<file path="src/trig_cfg.svh">
// Purpose: Offsets, encodings and timing counts of the trigger detector.
// Assumes: 100 MHz reference clock.
// Notes:   Times are kept as printed; cycle counts are derived here.
`ifndef TRIG_CFG_SVH
`define TRIG_CFG_SVH
`define CLK_PS 10000
`define PS_PER_S 64'd1000000000000
`define GLITCH_MIN_PS 150
`define LIM_MIN_CYC ((`GLITCH_MIN_PS + `CLK_PS - 1) / `CLK_PS)
`define TMO_MIN_PS 300
`define TMO_MIN_CYC ((`TMO_MIN_PS + `CLK_PS - 1) / `CLK_PS)
`define HOLD_MIN_NS 250
`define HOLD_MIN_CYC ((`HOLD_MIN_NS * 1000 + `CLK_PS - 1) / `CLK_PS)
`define HOLD_MAX_S 12
`define HOLD_MAX_CYC (`HOLD_MAX_S * `PS_PER_S / `CLK_PS)
`define DLY_MIN_PS 3200
`define DLY_MIN_CYC ((`DLY_MIN_PS + `CLK_PS - 1) / `CLK_PS)
`define DLY_MAX_S 3000000
`define DLY_MAX_CYC (`DLY_MAX_S * `PS_PER_S / `CLK_PS)
`define EVT_MIN 31'h1
`define EVT_MAX 2000000000
`define AUTO_CYC 10000000
`define PLAIN_MAX_MBD 13'd1250
`define NRZ_MAX_MBD 13'd6250
// Decoder event bits: 0-6 I2C start, rstart, stop, nack, addr, data, addr+data;
// 7-8 SPI select, data; 9-12 UART start, end, data, parity; 13-19 CAN sof,
// type, id, data, eof, nack, stuff; 20 serial pattern match.
`define EV_W 21
`define EV_SERPAT 20
`define EV_MATCH 21'h01C970
`define Q_HIGH 2'h1
`define Q_LOW 2'h2
`define STATE_CLK 3
`define STATE_MASK 40'hFFFFFFFF3F
`define CHAN_RST 25'h0
`define LFSR_RST 8'h01
`endif

</file>
<file path="src/trig_pkg.sv">
// Purpose: Types shared by the trigger detector and its users.
// Assumes: Constants come from trig_cfg.svh.
// Notes:   Channel index 0-3 analog, 4-19 logic, 20 auxiliary.
package trig_pkg;
    typedef enum logic [1:0] {M_AUTO = 2'h0, M_NORMAL = 2'h1, M_SINGLE = 2'h2} mode_t;
    typedef enum logic [3:0] {
        K_EDGE = 4'h0, K_GLITCH = 4'h1, K_WIDTH = 4'h2, K_TMO = 4'h3,
        K_RUNT = 4'h4, K_WIN = 4'h5, K_TRAN = 4'h6, K_SETHLD = 4'h7,
        K_PAT = 4'h8, K_STATE = 4'h9, K_PBUS = 4'hA, K_SBUS = 4'hB,
        K_SERPAT = 4'hC
    } kind_t;
    typedef enum logic [1:0] {S_MAIN = 2'h0, S_EVT = 2'h1, S_TIME = 2'h2, S_SCAN = 2'h3} seq_t;
    typedef enum logic [1:0] {O_AND = 2'h0, O_OR = 2'h1, O_NAND = 2'h2, O_NOR = 2'h3} op_t;
    typedef enum logic [1:0] {P_POS = 2'h0, P_NEG = 2'h1, P_ANY = 2'h2} pol_t;
    typedef enum logic [1:0] {SC_SEQ = 2'h0, SC_RAND = 2'h1, SC_ALT = 2'h2} scan_t;
    typedef enum logic [1:0] {ST_IDLE = 2'h0, ST_ARM = 2'h1, ST_B = 2'h2, ST_HOLD = 2'h3} st_t;
    typedef struct packed {
        logic [3:0]  hi;
        logic [3:0]  lo;
        logic [15:0] dig;
        logic        aux;
    } chan_t;
    typedef struct packed {
        logic [20:0] evt;
        logic [31:0] word;
    } proto_t;
    typedef struct packed {
        kind_t       kind;
        mode_t       mode;
        seq_t        seq;
        scan_t       scan;
        op_t         op;
        pol_t        pol;
        logic        neg;
        logic        inv;
        logic        tq;
        logic        qen;
        logic        enc;
        logic [4:0]  src;
        logic [4:0]  dsrc;
        logic [4:0]  bsrc;
        logic        bneg;
        logic [31:0] lim_lo;
        logic [31:0] lim_hi;
        logic [39:0] pat;
        logic [39:0] qual;
        logic [30:0] nevt;
        logic [63:0] dly;
        logic [30:0] hold;
        logic [7:0]  scan_len;
        logic [20:0] evt_mask;
        logic [31:0] val;
        logic [31:0] val_mask;
        logic [12:0] baud;
    } cfg_t;
endpackage

</file>
<file path="src/trigger_event_detector.sv">
// Purpose: Trigger event detection and A-to-B sequencing.
// Assumes: Comparator levels arrive from pins; decoder events on this clock.
// Notes:   Sub-cycle limits collapse to one clock cycle.
// Summary of operation
// - Edge trigger on chosen rising or falling transition of any channel or aux.
// - Glitch trigger fires on or rejects pulses narrower than limit, any polarity.
// - Pattern trigger fires when condition goes false or stays true long enough.
// - Pattern combines four analog and sixteen logic inputs by AND, OR, NAND, NOR.
// - State trigger samples channels one to three and logic on channel four edge.
// - Timeout fires when signal stays high, low or either longer than limit.
// - Width trigger fires when pulse width is inside or outside two limits.
// - Runt fires when pulse crosses first threshold but not second before returning.
// - Window fires on entering or leaving band between two thresholds.
// - Transition fires when edge time through band is faster or slower than limit.
// - Setup/hold fires on data change too near a clock edge on another channel.
// - After A, the trigger waits for a counted number of B events.
// - After A, the trigger waits a programmed time before the next B event.
// - Bus trigger fires when grouped parallel or serial bus shows programmed value.
// - I2C events: start, restart, stop, missing ack, address, data, both.
// - SPI fires on slave select or data match.
// - Serial port fires on start bit, end of packet, data match, parity error.
// - CAN fires on frame start, type, identifier, data, end, missing ack, stuffing.
// - Serial pattern up to 6.25 Gbaud; above 1.25 Gbaud needs 8b/10b.
// - Scan steps B count sequentially, randomly, or alternates between two B events.
// - After each trigger, triggers are ignored for a holdoff of 250 ns to 12 s.
// - Auto, normal and single modes; single arms for one trigger only.
`include "trig_cfg.svh"
module trigger_event_detector #(
    parameter longint unsigned HOLD_MAX = `HOLD_MAX_CYC,
    parameter longint unsigned DLY_MAX  = `DLY_MAX_CYC,
    parameter logic [30:0]     EVT_MAX  = 31'(`EVT_MAX),
    parameter logic [31:0]     AUTO_CYC = 32'(`AUTO_CYC)
) (
    input  wire logic            i_ref_clk,
    input  wire logic            i_rst,
    input  wire trig_pkg::chan_t  i_chan,
    input  wire trig_pkg::proto_t i_proto,
    input  wire trig_pkg::cfg_t   i_cfg,
    input  wire logic            i_arm,
    output logic                 o_trig,
    output logic                 o_auto,
    output logic                 o_armed,
    output logic                 o_wait_b
);
    import trig_pkg::*;

    chan_t       s1;
    chan_t       s2;
    logic [20:0] lv;
    logic [20:0] lvp;
    logic [3:0]  lop;
    logic        sel;
    logic        selp;
    logic        a;
    logic        b;
    logic        ap;
    logic        bp;
    logic        rp;
    logic        rn;
    logic        d;
    logic        dp;
    logic        cond;
    logic        condp;
    logic [31:0] wcnt;
    logic [31:0] bcnt;
    logic [31:0] dcnt;
    logic [31:0] ccnt;
    logic [31:0] pcnt;
    logic [31:0] lim_e;
    logic        qok;
    logic        timeok;
    logic        aevt;
    logic        bevt;
    logic        fire;
    logic        force_t;
    logic        bfire;
    st_t         st;
    logic [31:0] acnt;
    logic [30:0] ecnt;
    logic [63:0] tcnt;
    logic [30:0] hcnt;
    logic [63:0] hold_e;
    logic [63:0] dly_e;
    logic [30:0] nevt_e;
    logic [30:0] tgt;
    logic [7:0]  pos;
    logic [7:0]  lfsr;
    logic [20:0] em;
    logic        wm;

    function automatic logic [31:0] inc(input logic [31:0] c);
        return (&c) ? c : c + 32'h1;
    endfunction

    function automatic logic polok(input pol_t p, input logic l);
        return (p == P_ANY) || ((p == P_POS) == l);
    endfunction

    function automatic logic pat(input logic [39:0] q, input logic [19:0] v, input op_t op);
        logic any;
        logic all;
        any = 1'b0;
        all = 1'b1;
        for (int i = 0; i < 20; i++) begin
            if (q[2*i+:2] == `Q_HIGH) begin
                any = any | v[i];
                all = all & v[i];
            end else if (q[2*i+:2] == `Q_LOW) begin
                any = any | !v[i];
                all = all & !v[i];
            end
        end
        case (op)
            O_AND:   return all;
            O_OR:    return any;
            O_NAND:  return !all;
            default: return !any;
        endcase
    endfunction

    ////////////////////////////////////////////////////////////////////////
    // Input synchronisers and history.
    always_ff @(posedge i_ref_clk or posedge i_rst) begin
        if (i_rst) begin
            s1 <= `CHAN_RST;
            s2 <= `CHAN_RST;
        end else begin
            s1 <= i_chan;
            s2 <= s1;
        end
    end

    assign lv   = {s2.aux, s2.dig, s2.hi};
    assign sel  = lv[i_cfg.src];
    assign selp = lvp[i_cfg.src];
    assign a    = s2.lo[i_cfg.src[1:0]];
    assign b    = s2.hi[i_cfg.src[1:0]];
    assign ap   = lop[i_cfg.src[1:0]];
    assign bp   = lvp[i_cfg.src[1:0]];
    assign d    = lv[i_cfg.dsrc];
    assign dp   = lvp[i_cfg.dsrc];
    assign cond = pat(i_cfg.pat, lv[19:0], i_cfg.op);
    assign qok  = !i_cfg.qen || pat(i_cfg.qual, lv[19:0], O_AND);

    always_ff @(posedge i_ref_clk or posedge i_rst) begin
        if (i_rst) begin
            lvp   <= '0;
            lop   <= '0;
            condp <= 1'b0;
            rp    <= 1'b0;
            rn    <= 1'b0;
        end else begin
            lvp   <= lv;
            lop   <= s2.lo;
            condp <= cond;
            if (b || !a) rp <= 1'b0;
            else if (!ap) rp <= 1'b1;
            if (!a || b) rn <= !a ? 1'b0 : rn;
            else if (bp) rn <= 1'b1;
        end
    end

    always_ff @(posedge i_ref_clk or posedge i_rst) begin
        if (i_rst) begin
            wcnt <= '0;
            bcnt <= '0;
            dcnt <= '0;
            ccnt <= '0;
            pcnt <= '0;
        end else begin
            wcnt <= (sel != selp) ? 32'h1 : inc(wcnt);
            bcnt <= ({a, b} != {ap, bp}) ? 32'h1 : inc(bcnt);
            dcnt <= (d != dp) ? 32'h1 : inc(dcnt);
            ccnt <= (sel != selp && sel == !i_cfg.neg) ? 32'h1 : inc(ccnt);
            pcnt <= cond ? inc(pcnt) : 32'h0;
        end
    end

    ////////////////////////////////////////////////////////////////////////
    // A event selection.
    assign lim_e  = (i_cfg.kind == K_TMO) ?
                    ((i_cfg.lim_lo < `TMO_MIN_CYC) ? 32'(`TMO_MIN_CYC) : i_cfg.lim_lo) :
                    ((i_cfg.lim_lo < `LIM_MIN_CYC) ? 32'(`LIM_MIN_CYC) : i_cfg.lim_lo);
    assign timeok = !i_cfg.tq || bcnt >= lim_e;
    assign em     = i_proto.evt & i_cfg.evt_mask;
    assign wm     = ((i_proto.word ^ i_cfg.val) & i_cfg.val_mask) == 32'h0;

    always_comb begin
        case (i_cfg.kind)
            // Edge on any channel or aux.
            K_EDGE:   aevt = sel != selp && sel == !i_cfg.neg;
            K_GLITCH: aevt = qok && sel != selp && polok(i_cfg.pol, selp) && ((wcnt < lim_e) ^ i_cfg.inv);
            K_WIDTH:  aevt = qok && sel != selp && polok(i_cfg.pol, selp) &&
                             ((wcnt >= lim_e && wcnt <= i_cfg.lim_hi) ^ i_cfg.inv);
            K_TMO:    aevt = qok && sel == selp && polok(i_cfg.pol, sel) && wcnt == lim_e;
            K_RUNT:   aevt = qok && timeok && ((!a && ap && rp && i_cfg.pol != P_NEG) ||
                             (b && !bp && rn && i_cfg.pol != P_POS));
            K_WIN:    aevt = qok && timeok && (i_cfg.inv ? (ap && !bp && !(a && !b)) :
                             (a && !b && !(ap && !bp)));
            K_TRAN:   aevt = qok && ((b && !bp && ap && polok(i_cfg.pol, 1'b1)) ||
                             (!a && ap && !bp && polok(i_cfg.pol, 1'b0))) && ((bcnt < lim_e) ^ i_cfg.inv);
            K_SETHLD: aevt = qok && ((sel != selp && sel == !i_cfg.neg && dcnt < i_cfg.lim_lo) ||
                             (d != dp && ccnt < i_cfg.lim_hi));
            // Pattern false or true long enough.
            K_PAT:    aevt = i_cfg.inv ? (cond && pcnt == lim_e) : (condp && !cond);
            // Pattern sampled on channel four edge.
            K_STATE:  aevt = lv[`STATE_CLK] != lvp[`STATE_CLK] && lv[`STATE_CLK] == !i_cfg.neg &&
                             pat(i_cfg.pat & `STATE_MASK, lv[19:0], i_cfg.op);
            K_PBUS:   aevt = lv != lvp && ((({11'h0, lv} ^ i_cfg.val) & i_cfg.val_mask) == 32'h0);
            K_SBUS:   aevt = |(em & ~`EV_MATCH) || (|(em & `EV_MATCH) && wm);
            K_SERPAT: aevt = i_proto.evt[`EV_SERPAT] && i_cfg.baud <= `NRZ_MAX_MBD &&
                             (i_cfg.baud <= `PLAIN_MAX_MBD || i_cfg.enc);
            default:  aevt = 1'b0;
        endcase
    end

    ////////////////////////////////////////////////////////////////////////
    // Sequencer.
    assign bevt   = lv[i_cfg.bsrc] != lvp[i_cfg.bsrc] && lv[i_cfg.bsrc] == !i_cfg.bneg;
    assign nevt_e = (i_cfg.nevt < `EVT_MIN) ? `EVT_MIN : ((i_cfg.nevt > EVT_MAX) ? EVT_MAX : i_cfg.nevt);
    assign tgt    = (i_cfg.seq == S_SCAN) ? {23'h0, pos} + 31'h1 : nevt_e;
    assign dly_e  = (i_cfg.dly < `DLY_MIN_CYC) ? 64'(`DLY_MIN_CYC) : ((i_cfg.dly > DLY_MAX) ? DLY_MAX : i_cfg.dly);
    assign hold_e = ({33'h0, i_cfg.hold} < `HOLD_MIN_CYC) ? 64'(`HOLD_MIN_CYC) :
                    (({33'h0, i_cfg.hold} > HOLD_MAX) ? HOLD_MAX : {33'h0, i_cfg.hold});
    assign bfire  = bevt && ((i_cfg.seq == S_TIME) ? tcnt >= dly_e : ecnt + 31'h1 == tgt);
    assign force_t = i_cfg.mode == M_AUTO && (st == ST_ARM || st == ST_B) && acnt >= AUTO_CYC - 32'h1;
    assign fire   = force_t || (st == ST_ARM && aevt && i_cfg.seq == S_MAIN) || (st == ST_B && bfire);

    always_ff @(posedge i_ref_clk or posedge i_rst) begin
        if (i_rst) begin
            st <= ST_ARM;
        end else begin
            case (st)
                ST_IDLE: if (i_arm) st <= ST_ARM;
                ST_ARM:  if (fire) st <= ST_HOLD;
                         else if (aevt && i_cfg.seq != S_MAIN) st <= ST_B;
                ST_B:    if (fire) st <= ST_HOLD;
                ST_HOLD: if ({33'h0, hcnt} >= hold_e - 64'h1) st <= (i_cfg.mode == M_SINGLE) ? ST_IDLE : ST_ARM;
                default: st <= ST_ARM;
            endcase
        end
    end

    always_ff @(posedge i_ref_clk or posedge i_rst) begin
        if (i_rst) begin
            acnt <= '0;
            ecnt <= '0;
            tcnt <= '0;
            hcnt <= '0;
        end else begin
            acnt <= (st == ST_ARM || st == ST_B) && !fire ? acnt + 32'h1 : 32'h0;
            ecnt <= (st == ST_B) ? ecnt + 31'(bevt) : 31'h0;
            tcnt <= (st == ST_B) ? tcnt + 64'h1 : 64'h1;
            hcnt <= (st == ST_HOLD) ? hcnt + 31'h1 : 31'h0;
        end
    end

    always_ff @(posedge i_ref_clk or posedge i_rst) begin
        if (i_rst) begin
            pos  <= '0;
            lfsr <= `LFSR_RST;
        end else begin
            lfsr <= {lfsr[6:0], lfsr[7] ^ lfsr[5] ^ lfsr[4] ^ lfsr[3]};
            if (fire && !force_t && i_cfg.seq == S_SCAN) begin
                case (i_cfg.scan)
                    SC_SEQ:  pos <= (pos + 8'h1 >= i_cfg.scan_len) ? 8'h0 : pos + 8'h1;
                    SC_RAND: pos <= (i_cfg.scan_len == 8'h0) ? 8'h0 : lfsr % i_cfg.scan_len;
                    default: pos <= {7'h0, ~pos[0]};
                endcase
            end
        end
    end

    always_ff @(posedge i_ref_clk or posedge i_rst) begin
        if (i_rst) begin
            o_trig   <= 1'b0;
            o_auto   <= 1'b0;
            o_armed  <= 1'b0;
            o_wait_b <= 1'b0;
        end else begin
            o_trig   <= fire;
            o_auto   <= force_t;
            o_armed  <= ((st == ST_ARM || st == ST_B) && !fire) || (st == ST_IDLE && i_arm) ||
                        (st == ST_HOLD && {33'h0, hcnt} >= hold_e - 64'h1 && i_cfg.mode != M_SINGLE);
            o_wait_b <= st == ST_B;
        end
    end
endmodule

</file>
<file path="config.mk">
export PLATFORM = sky130hd
export DESIGN_NAME = trigger_event_detector
export DESIGN_NICKNAME = d
export VERILOG_FILES = /design/src/trig_pkg.sv /design/src/trigger_event_detector.sv
export VERILOG_INCLUDE_DIRS = /design/src
export SDC_FILE = /design/constraint.sdc
export NUM_CORES = 2
export LEC_CHECK = 0
export BUFFER_PORTS_ARGS = -buffer_cell sky130_fd_sc_hd__buf_4
export CORE_AREA = 2 2 368 370
export DETAILED_ROUTE_END_ITERATION = 6
export DIE_AREA = 0 0 370 372
export MAX_ROUTING_LAYER = met4
export SETUP_SLACK_MARGIN = 0.3
export SLEW_MARGIN = 20
export SYNTH_ARGS = -nofsm -noshare
export SYNTH_HDL_FRONTEND = slang
export SYNTH_SLANG_ARGS = --single-unit
</file>
<file path="constraint.sdc">
create_clock -name i_ref_clk -period 31.6 [get_ports i_ref_clk]
set_input_delay 1.58 -clock i_ref_clk [delete_from_list [all_inputs] [get_ports i_ref_clk]]
set_output_delay 1.58 -clock i_ref_clk [all_outputs]
set_load 0.05 [all_outputs]
</file>
==> impl_metrics.env <==
export IMPL_status="finished, final reports clean"
export IMPL_leakagePower_uw=0.0188
export IMPL_grt_total_usage_pct=16.3
export IMPL_ys_seq_area_share_pct=31.4
export IMPL_hold_viol_final=0
export IMPL_first_global_vias=29398
export IMPL_clock_latency_ns=0.65
export IMPL_final_common_cell="buf_4"
export IMPL_place_hpwl_um=89200
export IMPL_grt_first_pass_wirelength_um=172000
export IMPL_grt_remaining_overflow=0
export IMPL_crit_required_ns=32.11
export IMPL_multiInputGateArea_mm2=0.0218
export IMPL_crit_slowest_cell="a31oi_1"
export IMPL_cp_start_kind="primary input"
export IMPL_synthArstFlopShare_pct=100
export IMPL_min_path_type="register to register"
export IMPL_synth_area_per_cell_um2=8.79
export IMPL_power_per_cell_area_mw_per_mm2=38.7
export IMPL_coreArea_mm2=0.134
export IMPL_cts_buffers=55
export IMPL_rows=135
export IMPL_postCtsSetupBuffers=0
export IMPL_fmax_mhz=69.3
export IMPL_grt_max_degree=161
export IMPL_antenna_found_initial=11
export IMPL_gp_congestion=0.924
export IMPL_dp_slack_ns=16.66
export IMPL_synth_edf_count=0
export IMPL_cts_tree="done"
export IMPL_ys_types=85
export IMPL_fin_skew_ns=0.0457
export IMPL_ios=496
export IMPL_maxCapViolCount=0
export IMPL_drive_gt1_share_pct=16.5
export IMPL_path_clk_slew_ns=0.06
export IMPL_dr_pass1_iters=5
export IMPL_ctsResizeCount=0
export IMPL_yosysTopAreaCellShare_pct=31.3
export IMPL_dp_cells=5997
export IMPL_path_class="primary input to register"
export IMPL_timing_final_crit_share_pct=45.7
export IMPL_first_iter_violations=1924
export IMPL_cp_arrival_ns=14.94
export IMPL_drv_slew=0
export IMPL_syn_to_final_growth_pct=23.6
export IMPL_rsz0062_at_grt="no"
export IMPL_cts_buffer_depth=3
export IMPL_die_height_um=372
export IMPL_whs_ns=0.348
export IMPL_register_area_mm2=0.0105
export IMPL_io_buffers=495
export IMPL_finalSetupViolations=0
export IMPL_start_util_pct=24.8
export IMPL_routed_wl_um=112000
export IMPL_dieArea_mm2=0.138
export IMPL_clock_sinks=418
export IMPL_yosys_warnings=0
export IMPL_vias_per_cell=4.93
export IMPL_vias=30115
export IMPL_mostFrequentLayoutCells="buf_4, dfrtp_1, nor2_1, ha_1, nand2_1"
export IMPL_drc=0
export IMPL_path_common_cell="o21a_1"
export IMPL_path_buf_inv=2
export IMPL_htreeDepth=2
export IMPL_path_delay_family="compound AO/OA/AOI/OAI gates"
export IMPL_postRouteAntennaNets=0
export IMPL_ys_ff_latch=418
export IMPL_cts_root_buf="clkbuf_16"
export IMPL_worst_pin_slew_ns=1.02
export IMPL_critPathMaxFanout=11
export IMPL_timing_setup_tns_ns=0
export IMPL_fin_crit_ns=14.44
export IMPL_dieWidth_um=370
export IMPL_post_synth_top_area_cell="dfrtp_1"
export IMPL_critical_path_max_stage_delay_ns=0.75
export IMPL_utilization_pct=30.6
export IMPL_finalNonFillerCells=6111
export IMPL_relSlewSlack_pct=31.2
export IMPL_syn_inst=3786
export IMPL_holdBufCountCts=0
export IMPL_synthFlopType="dfrtp_1"
export IMPL_fillers=14121
export IMPL_crit_path_end_kind="register"
export IMPL_syn_area_mm2=0.0333
export IMPL_layout_nets=5084
export IMPL_wl_per_cell_um=18.3
export IMPL_peakVddDrop_v=0.0000443
export IMPL_synth_area_leaders="dfrtp_1, ha_1, xor2_1"
export IMPL_fin_ws_ns=17.16
## cells by family after synthesis
group	after synthesis	share of synthesized area (%)
AOI/OAI and AO/OA	620	12.4
other	1	0.0113
adders and majority gates	319	12.0
muxes	71	3.07
and+or+nand+nor	1623	25.9
DFF	418	31.4
xor gates and xnor gates	453	11.9
buffers and inverters	281	3.27
## where the power goes
group / internal, uW / switching (uW) / total (uW)
sequential: 557 / 29.0 / 586
clock: 414 / 268 / 682
combinational: 131 / 193 / 324
## cells in the mapped netlist, drive strengths merged (46+ instances only)
master  count
nor2      325
inv       179
nor2b      64
nor4       67
nand2     305
and4       46
o21ai     121
and2      107
a21o       72
or3        51
nand4     164
dfrtp     416
xnor2     193
ha        318
clkbuf     83
a21oi     170
and3       59
nor3       94
xor2      260
nand3     164
## flip-flops by register name (all words and copies together) (netlist names), 2 cells and up
signal,cells
acnt,32
bcnt,32
ccnt,32
dcnt,32
ecnt,31
hcnt,31
lfsr,8
lop,4
lv,21
lvp,21
pcnt,32
pos,8
s1,25
s2,4
st,2
tcnt,64
wcnt,32
## worst register-to-register path: cells and delay by family (launching register included)
kind | cells | cell delay [ns]
fa+ha+maj | 8 | 2.54
flops | 1 | 0.42
buf+inv | 1 | 0.20
simple gates | 8 | 1.64
compound gates | 33 | 7.24
mux | 3 | 0.80
## routing by layer
layer	GRT usage [%]	vias up	routed length, um
met3	2.49	166	5770
met5	-	-	0
met2	27.0	799	53200
met1	20.5	14471	49800
li1	-	14679	-
met4	4.92	0	3330
## area by class of cell
| type | instances | share of cell area, % |
|---|---|---|
| diodes | 10 | 0.0608 |
| clock buffers | 72 | 3.77 |
| clock inverters | 32 | 1.09 |
| inverters | 179 | 1.65 |
| multi-input cells | 3101 | 53.1 |
| flip-flops and latches | 418 | 25.4 |
| well taps | 1781 | 5.42 |
| repair buffers | 518 | 9.48 |
## through the flow
stage / total power (uW) / area (um2)
floorplan: 776 / 33300
global placement: 915 / 39100
detailed placement: 921 / 39100
CTS: 1620 / 41100
global route: 1680 / 41100
finish: 1590 / 41100
## path summary, 6_finish.rpt
| kind | from | end | slack (ns) | cells after the start |
|---|---|---|---|---|
| max | i_cfg[102] | pos[5]$_DFFE_PP0P_ | 17.16 | 55 |
| min | s1[22]$_DFF_PP0_ | lv[1]$_DFF_PP0_ | 0.35 | 0 |
| max reg2reg | lfsr[7]$_DFF_PP0_ | pos[5]$_DFFE_PP0P_ | 18.64 | 53 |
| min reg2reg | s1[22]$_DFF_PP0_ | lv[1]$_DFF_PP0_ | 0.35 | 0 |
| max in group asynchronous | i_rst | tcnt[31]$_DFF_PP0_ | 28.34 | 4 |
| min in group asynchronous | i_rst | ccnt[21]$_DFFE_PP0P_ | 0.97 | 2 |
(Power assumes the default switching activity.)
